File: src/core/rds_pkg.sv
// Purpose: shared constants and types of the random delay switch
// Assumes: 125 MHz system clock, one common timebase for both delays
// Notes:   delays are counted in whole timebase ticks
package rds_pkg;

  // clock and timebase
  localparam int unsigned CLK_FREQ_HZ    = 125_000_000;
  localparam int unsigned TIMEBASE_MS    = 10;
  localparam int unsigned TICK_CYCLES    = CLK_FREQ_HZ / 1000 * TIMEBASE_MS;

  // widths
  localparam int unsigned DELAY_W        = 16;
  localparam int unsigned TICK_W         = 24;
  localparam int unsigned PROD_W         = 2 * DELAY_W + 1;

  // pseudo-random source
  localparam logic [DELAY_W-1:0] LFSR_SEED = 16'hace1;
  localparam logic [DELAY_W-1:0] LFSR_TAPS = 16'hb400;

  // reset values and unit count steps
  localparam logic [DELAY_W-1:0] DELAY_ZERO = 16'h0000;
  localparam logic [TICK_W-1:0]  TICK_ZERO  = 24'h000000;
  localparam logic [TICK_W-1:0]  TICK_ONE   = 24'h000001;
  localparam logic [DELAY_W-1:0] DELAY_ONE  = 16'h0001;

  typedef enum logic [1:0] {
    RDS_IDLE     = 2'b00,
    RDS_ON_WAIT  = 2'b01,
    RDS_OFF_WAIT = 2'b10
  } rds_mode_t;

  // live delay limits from the providing blocks
  typedef struct packed {
    logic [DELAY_W-1:0] max_on_delay;
    logic [DELAY_W-1:0] max_off_delay;
  } rds_limits_t;

  // whole state of the switch
  typedef struct packed {
    rds_mode_t          mode;
    logic               enable_prev;
    logic [DELAY_W-1:0] lfsr;
    logic [DELAY_W-1:0] target;
    logic [DELAY_W-1:0] elapsed;
    logic [TICK_W-1:0]  tick_cnt;
    logic               switched;
    logic               busy;
  } rds_state_t;

endpackage

File: src/core/rds_top.sv
// Purpose: switched output following an enable with random on/off delays
// Assumes: inputs synchronous to i_clk_sys; limits are live tick counts
// Notes:   reset stands for loss of supply and clears all timing
//          an edge seen while a delay runs restarts timing from zero
`timescale 1ns/1ps

// How it works
// enable rising edge starts on-delay drawn from zero to max on-delay
// output goes high at on-delay expiry if enable stayed high
// enable low during on-delay cancels it, output unchanged
// enable falling edge starts off-delay drawn from zero to max off-delay
// output goes low at off-delay expiry if enable stayed low
// enable high during off-delay cancels it, output unchanged
// power loss (reset) clears elapsed time and any running delay
// both maxima are live values supplied by other function blocks
// delays are whole ticks from a per-clock LFSR, zero to max inclusive
module rds_top #(
  parameter int unsigned TICK_CYCLES = rds_pkg::TICK_CYCLES
) (
  input  wire logic                        i_clk_sys,
  input  wire logic                        i_rst_n,
  input  wire logic                        i_enable,
  input  wire rds_pkg::rds_limits_t        i_limits,
  output logic                             o_switch,
  output logic                             o_delay_busy,
  output logic [rds_pkg::DELAY_W-1:0]      o_elapsed
);

  // reset release chain
  logic                 rst_meta_reg;
  logic                 rst_sync_reg;

  // whole state of the switch and its next value
  rds_pkg::rds_state_t  state_reg;
  rds_pkg::rds_state_t  state_next;

  // decoded events of the current cycle
  logic                 rise;
  logic                 fall;
  logic                 tick;
  logic                 waiting;
  logic                 expired;

  // next LFSR word and the two scaled random delays
  logic [rds_pkg::DELAY_W-1:0] lfsr_step;
  logic [rds_pkg::DELAY_W-1:0] draw_on;
  logic [rds_pkg::DELAY_W-1:0] draw_off;

  localparam logic [rds_pkg::TICK_W-1:0] TICK_LAST =
    rds_pkg::TICK_W'(TICK_CYCLES - 1);

  // scale the random word into 0..max inclusive, one scaler per direction
  rds_scale #(
    .W       (rds_pkg::DELAY_W)
  ) u_rds_scale_on (
    .i_rnd   (state_reg.lfsr),
    .i_max   (i_limits.max_on_delay),
    .o_value (draw_on)
  );

  // the off-delay uses the same word; only one edge is taken per cycle
  rds_scale #(
    .W       (rds_pkg::DELAY_W)
  ) u_rds_scale_off (
    .i_rnd   (state_reg.lfsr),
    .i_max   (i_limits.max_off_delay),
    .o_value (draw_off)
  );

  // reset release through two flops
  always_ff @(posedge i_clk_sys or negedge i_rst_n) begin
    if (!i_rst_n) begin
      rst_meta_reg <= 1'b0;
      rst_sync_reg <= 1'b0;
    end else begin
      rst_meta_reg <= 1'b1;
      rst_sync_reg <= rst_meta_reg;
    end
  end

  // edge detection and timebase tick
  assign rise    = i_enable & ~state_reg.enable_prev;
  assign fall    = ~i_enable & state_reg.enable_prev;
  assign tick    = (state_reg.tick_cnt == TICK_LAST);

  // a delay runs in either wait mode and ends once its ticks are counted
  assign waiting = (state_reg.mode != rds_pkg::RDS_IDLE);
  assign expired = waiting && (state_reg.elapsed >= state_reg.target);

  // pseudo-random word steps every clock, edge or not
  rds_lfsr #(
    .W      (rds_pkg::DELAY_W),
    .TAPS   (rds_pkg::LFSR_TAPS)
  ) u_rds_lfsr (
    .i_word (state_reg.lfsr),
    .o_next (lfsr_step)
  );

  // next state of the switch
  always_comb begin
    // enable history, LFSR and tick divider run every cycle
    state_next             = state_reg;
    state_next.enable_prev = i_enable;
    state_next.lfsr        = lfsr_step;
    state_next.tick_cnt    = tick ? rds_pkg::TICK_ZERO
                                  : state_reg.tick_cnt + rds_pkg::TICK_ONE;
    if (waiting && tick) begin
      state_next.elapsed = state_reg.elapsed + rds_pkg::DELAY_ONE;
    end
    if (rise) begin
      // a new edge cancels whatever delay was running
      state_next.mode     = rds_pkg::RDS_ON_WAIT;
      state_next.target   = draw_on;
      state_next.elapsed  = rds_pkg::DELAY_ZERO;
      state_next.tick_cnt = rds_pkg::TICK_ZERO;
    end else if (fall) begin
      state_next.mode     = rds_pkg::RDS_OFF_WAIT;
      state_next.target   = draw_off;
      state_next.elapsed  = rds_pkg::DELAY_ZERO;
      state_next.tick_cnt = rds_pkg::TICK_ZERO;
    end else begin
      // no edge: finish the running delay once its time is up
      case (state_reg.mode)
        // on-delay ran out with enable still high
        rds_pkg::RDS_ON_WAIT: begin
          if (expired) begin
            state_next.switched = 1'b1;
            state_next.mode     = rds_pkg::RDS_IDLE;
            state_next.elapsed  = rds_pkg::DELAY_ZERO;
          end
        end

        // off-delay ran out with enable still low
        rds_pkg::RDS_OFF_WAIT: begin
          if (expired) begin
            state_next.switched = 1'b0;
            state_next.mode     = rds_pkg::RDS_IDLE;
            state_next.elapsed  = rds_pkg::DELAY_ZERO;
          end
        end

        // nothing runs, elapsed stays at zero
        rds_pkg::RDS_IDLE: begin
          state_next.elapsed = rds_pkg::DELAY_ZERO;
        end

        // unused code falls back to idle
        default: begin
          state_next.mode = rds_pkg::RDS_IDLE;
        end
      endcase
    end
    // busy flop mirrors the mode the switch is about to enter
    state_next.busy = (state_next.mode != rds_pkg::RDS_IDLE);
  end

  // state register, cleared on power loss
  always_ff @(posedge i_clk_sys or negedge rst_sync_reg) begin
    if (!rst_sync_reg) begin
      state_reg.mode        <= rds_pkg::RDS_IDLE;
      state_reg.enable_prev <= 1'b0;
      state_reg.lfsr        <= rds_pkg::LFSR_SEED;
      state_reg.target      <= rds_pkg::DELAY_ZERO;
      state_reg.elapsed     <= rds_pkg::DELAY_ZERO;
      state_reg.tick_cnt    <= rds_pkg::TICK_ZERO;
      state_reg.switched    <= 1'b0;
      state_reg.busy        <= 1'b0;
    end else begin
      state_reg <= state_next;
    end
  end

  // outputs straight from the state flops
  assign o_switch     = state_reg.switched;
  assign o_delay_busy = state_reg.busy;
  assign o_elapsed    = state_reg.elapsed;

endmodule

// advances a Fibonacci shift register by one step
// the all-zero word is a lock-up state; the seed keeps clear of it
module rds_lfsr #(
  parameter int unsigned  W    = rds_pkg::DELAY_W,
  parameter logic [W-1:0] TAPS = rds_pkg::LFSR_TAPS
) (
  input  wire logic [W-1:0] i_word,
  output logic      [W-1:0] o_next
);

  logic feedback;

  // parity of the tapped bits feeds the low end
  assign feedback = ^(i_word & TAPS);
  assign o_next   = {i_word[W-2:0], feedback};

endmodule

// scales a random word into the range zero to max, both ends included
// the product keeps every bit so no draw can wrap past the maximum
module rds_scale #(
  parameter int unsigned W = rds_pkg::DELAY_W
) (
  input  wire logic [W-1:0] i_rnd,
  input  wire logic [W-1:0] i_max,
  output logic      [W-1:0] o_value
);

  localparam int unsigned PW = 2 * W + 1;

  logic [PW-1:0] span;
  logic [PW-1:0] prod;

  // span is max plus one so that max itself can be drawn
  assign span = PW'(i_max) + PW'(1'b1);

  // the top half of rnd times span lies in 0..max
  assign prod    = PW'(i_rnd) * span;
  assign o_value = prod[PW-2:W];

endmodule

File: config.mk
export PLATFORM = sky130hd
export DESIGN_NAME = rds_top
export DESIGN_NICKNAME = d
export VERILOG_FILES = /design/src/core/rds_pkg.sv /design/src/core/rds_top.sv
export SDC_FILE = /design/constraint.sdc
export NUM_CORES = 1
export LEC_CHECK = 0
export BUFFER_PORTS_ARGS = -buffer_cell sky130_fd_sc_hd__buf_2
export CORE_ASPECT_RATIO = 2
export CORE_MARGIN = 8
export CORE_UTILIZATION = 25
export DETAILED_ROUTE_END_ITERATION = 7
export GPL_TIMING_DRIVEN = 0
export PLACE_DENSITY = 0.51
export SLEW_MARGIN = 20
export SYNTH_ARGS = -nofsm -noshare
export SYNTH_HDL_FRONTEND = slang
export SYNTH_HIERARCHICAL = 1
export SYNTH_SLANG_ARGS = --single-unit
File: constraint.sdc
create_clock -name i_clk_sys -period 7.35 [get_ports i_clk_sys]
set_input_delay 0.3675 -clock i_clk_sys [delete_from_list [all_inputs] [get_ports i_clk_sys]]
set_output_delay 0.3675 -clock i_clk_sys [all_outputs]
set_load 0.02 [all_outputs]
# [Word level (Yosys, flattened, before mapping)]
# Index checks and enable logic that the tools add are counted.
# Widths: inputs -> output; s select.
[word_totals] reg_bits=79 elab_cells=53 in_bits=35 output_inout_bits=18
[classes] mul=2 reduce_logical=10 eq_ne=5 bitwise=6 order_cmp=1 addsub=4 muxes=15
[op_table] op="$mul 16x33->32" count=2
[op_table] op="$mux 16" count=4
[op_table] op="$mux 56" count=1
[op_table] op="$mux 24" count=2
[op_table] op="$add 16x1->17 const B" count=2
[op_table] op="$pmux 16 s2" count=1
[op_table] op="$add 24x1->24 const B" count=1
[op_table] op="$eq 24x21->1 const B" count=1
[op_table] op="$add 16x1->16 const B" count=1
[op_table] op="$ge 16x16->1" count=1
[op_table] op="$reduce_xor 16->1" count=1
[op_table] op="$reduce_bool 2->1" count=4
[op_table] op="$mux 2" count=3
[op_table] op="$reduce_and 5->1" count=1
[op_table] op="$ne 2x2->1 const B" count=2
[op_table] op="$not 1->1" count=4
[op_table] op="$pmux 2 s2" count=1
[op_table] op="$and 1x1->1" count=2
[op_table] op="$eq 2x1->1 const B" count=1
[op_table] op="$eq 2x2->1 const B" count=1
[op_table] op="$logic_and 1x1->1" count=2
[op_table] op="$logic_not 2->1" count=1
[op_table] op="$mux 1" count=2
[op_table] op="$pmux 1 s2" count=1
[op_table] op="$reduce_or 2->1" count=1

# [Logic depth before layout (Yosys ltp)]
[depth] ltp_word=7 ltp_mapped=29 ltp_nobuf=27

# [Modules after synthesis]
# Netlist, hierarchy kept.
[modules_own_cells] module="rds_scale at u_rds_scale_off" area_each_um2=8868.5 seq_area_each_um2=0.0 instances=1 cells_each=1016
[modules_own_cells] module="rds_scale at u_rds_scale_on" area_each_um2=8836.0 seq_area_each_um2=0.0 instances=1 cells_each=1008
[modules_own_cells] module="rds_top" area_each_um2=4247.8 seq_area_each_um2=1986.9 instances=1 cells_each=401
[modules_own_cells] module="rds_lfsr" area_each_um2=146.4 seq_area_each_um2=0.0 instances=1 cells_each=19

# [Worst setup path after synthesis]
# Ideal clock, no wire load.
[synth_timing] path_kind="input port to flip-flop" startpoint="input i_limits[20] in the netlist's numbering" endpoint="register state_reg[48] in the netlist's numbering" path_slack_ns=0.414 t_required_ns=7.217 setup_time_ns=0.133 arrival_ns=6.803 path_stages=26 n_path_buf=2 path_cell_list="and3_1 > and3_2 > clkbuf_1 > nand3_1 > xnor2_1 > clkbuf_1 > nand2_1 > fa_1 > fa_1 > fa_1 > inv_1 > fa_1 > fa_1 > inv_1 > fa_1 > inv_1 > ha_1 > a21oi_1 > nand2_1 > a311o_1 > o211a_1 > or4b_4 > a41o_1 > xor2_1 > mux2i_1 > o21ai_0"
[synth_via] elab_chain_len=3
[synth_rtl] element="start: declaration" line_no="rds_top.sv:23" rtl="input wire rds_pkg::rds_limits_t i_limits,"
[synth_rtl] element="$add 16x1->17" line_no="rds_top.sv:214" rtl="assign span = PW'(i_max) + PW'(1'b1);"
[synth_rtl] element="$mul 16x33->32" line_no="rds_top.sv:217" rtl="assign prod = PW'(i_rnd) * span;"
[synth_rtl] element="net draw_on, one bit" line_no="rds_top.sv:46" rtl="logic [rds_pkg::DELAY_W-1:0] draw_on;"
[synth_rtl] element="$mux 56" line_no="rds_top.sv:110" rtl="if (rise) begin"
[synth_rtl] element="end signal: assignment" line_no="rds_top.sv:169" rtl="state_reg <= state_next;"
[synth_rtl] element="end: declaration" line_no="rds_top.sv:34" rtl="rds_pkg::rds_state_t state_reg;"
# The timed path passes the listed nets, and every way through them passes these cells.
# A chain may end at the register's enable or synchronous reset.

# [Worst setup path after layout]
[layout_timing] startpoint="input i_limits[20] in the netlist's numbering" endpoint="register state_reg[56] in the netlist's numbering"
# The elaborated chain is that of the path after synthesis.

==> reports/summary.txt <==
status = completed
Routed WL per cell = 19.2 um
Crit path depth = 29
worst vdd ir = 0.116 mV
Slew @ Worst Pin = 835 ps
port bufs = 52
largest net degree at the start of global routing = 45
endpoints failing hold = 0
Buf/Inv on CP = 7
CP required = 7570 ps
clock buffer depth = 2
Synth top cells by count = inv_1, fa_1, nand2_1, and2_1, ha_1
top post-synthesis cells by area = fa_1, ha_1, inv_1
starting density of the core = 0.252
CP max FO = 9
FF-to-FF path depth = 19
Nets = 3231
vias in the first global route = 19401
CP Capture Type = flip-flop
DR iter-0 viols = 475
internal power = 801 uW
fin cells = 3741
yosys warns = 6
Top FF cell, synth = dfrtp_1
Clk network pwr share = 0.397
most frequent CP cell = fa_1
Syn Nets = 3113
crit path kind = in2reg
Achievable Freq = 139 MHz
Clock Sinks = 79
Async SR Flop Fraction = 1.00
Skew-Pair Late Insertion Delay = 360 ps
#FFs+latches synth = 79
final setup vio count = 0
leakage power = 0.0126 uW
drt first pass iters = 5
hold depth = 1
share of the synthesized area in the top cell type = 0.373
core box area = 0.0879 sq mm
CTS tree = done
hold path start = i_enable
number of max-cap violations = 0
Switching Share = 0.320
fraction of final layout cells sized beyond drive strength 1 = 0.145
CTS H-tree depth = 3
DR vias/cell = 4.53
TritonCTS Buffers = 9
RR Endpoint = state_reg[52]
die width = 226 um
unique cell type count in the Yosys netlist = 85
Pins Over Slew Limit = 0
Startpoint Class = primary input
initial antenna violation count = 1
first-pass GRT wire length = 110 mm
Mapped Area = 0.0221 sq mm
max reg flops = 59
Placer Congestion = 0.875
placed cell count = 3668
combinational power share = 0.217
Root Buffer = clkbuf_16
DR vias = 16946
row cnt = 154
crit path DAT = 7390 ps
flop2flop setup slack = 250 ps
Layout fillers = 9479
Worst-path clk slew = 60 ps
Max-Slew Margin vs Limit = 0.443
Post-Syn Instances = 2444
part of the power in registers = 0.386
Final period util = 0.975
Avg Cell Area, Syn = 9.04 sq um
Clock Skew = 11.1 ps
# IOs = 53
die area = 0.0987 sq mm
reported net switching power = 378 uW
post-DP HPWL = 60.2 mm
Routed WL = 71.7 mm
CP max stage cell = fa_1
Area Overhead vs Synth = 16.5%
most numerous cell in the Yosys netlist = inv_1
hold endpoint = state_reg[74]
Die H = 436 um
final antenna-violating net count = 0
cell family with most CP delay = adder cells
worst hold path type = in2reg
CP max stage delay = 560 ps
worst reg2reg startpoint = state_reg[71]
fin util = 0.293
sequential-to-total area share from yosys stat = 0.0899
DRC violations left = 0
Total GRT Usage = 0.148
Tmin final = 7170 ps
Post-synth EDFFs = 0
post-synth top area cell = fa_1
Power Density = 45.8 mW/mm^2
grt ovf = 0
==> area by class of cell <==
class	instances	area, sq um	share of cell area
multi-input combinational	1742	18500	0.719
sequential	79	2020	0.0783
inverter	505	1900	0.0736
tap	1170	1460	0.0569
buffer	115	788	0.0306
timing repair buffer	110	751	0.0292
clock buffer	10	239	0.00928
clock inverter	6	67.6	0.00263
antenna	4	10.0	0.000389
==> cells by family (layout without fill, tap and decap cells) <==
kind of cell	count (synthesis)	count (layout)	share of synthesized area
xor gates and xnor gates	105	105	0.0416
other	1	5	0.000170
and+or+nand+nor	825	825	0.198
adders and majority gates	634	634	0.499
muxes	17	17	0.00770
DFF	79	79	0.0899
AOI/OAI and AO/OA	160	160	0.0512
buffers and inverters	623	746	0.112
==> cell usage in the layout, fill, tap and decap left out, types with 14 or more instances in the layout <==
cell type and n:
inv_1 504, fa_1 410, nand2_1 317, and2_1 251, ha_1 211, buf_4 90, dfrtp_1 64, buf_2 56
nor2_1 53, xnor2_1 52, a21oi_1 39, o21ai_0 35, clkbuf_1 29, nand4_1 28, nand3_1 28, xor2_1 25
clkbuf_2 23, nor2b_1 16, nor3_1 15, mux2i_1 14, xnor2_4 14
==> metrics by stage <==
step	cell area (sq um)	setup WS, ps	setup TNS (ps)	total power (uW)	hold WS [ps]
after floorplan	22100	414	0	555	71.9
after CTS	25000	3.15	0	1170	144
after global placement	23800	-2000	-23950	656	153
after global routing	25700	-9.87	-20.1	1220	150
final	25700	181	0	1180	154
after detailed placement	23900	-2010	-23300	659	154
==> worst max-delay path by stage <==
stage	from	end
after floorplan	i_limits[20]	state_reg[48]
after global placement	i_limits[16]	state_reg[55]
after detailed placement	i_limits[16]	state_reg[57]
after CTS	state_reg[73]	state_reg[56]
after global routing	i_limits[20]	state_reg[55]
final	i_limits[20]	state_reg[56]
==> layer usage <==
metal / GRT usage / wire length [um]
met1: 0.133 / 22600
met2: 0.306 / 42300
met3: 0.00973 / 1760
met4: 0.0914 / 5050
met5: 0 / 10
==> power groups by stage <==
| stage | registers, uW | clock network, uW | logic [uW] |
|---|---|---|---|
| CTS | 456 | 480 | 230 |
| finish | 455 | 468 | 256 |
| detailed placement | 464 | 0 | 196 |
| floorplan | 466 | 0 | 88.5 |
| global route | 457 | 494 | 268 |
| global placement | 468 | 0 | 188 |
==> what timing repair did <==
| action | in CTS | in global routing |
|---|---|---|
| hold buffers | 1 | 0 |
| gates cloned | 0 | 1 |
| setup buffers | 17 | 37 |
| gates resized for setup | 148 | 127 |
| pin swaps | 19 | 46 |
| endpoints found under the hold margin | 2 | 0 |
| endpoints found under the setup margin | 16 | 12 |
No activity file was read; power rests on OpenSTA's default activity.
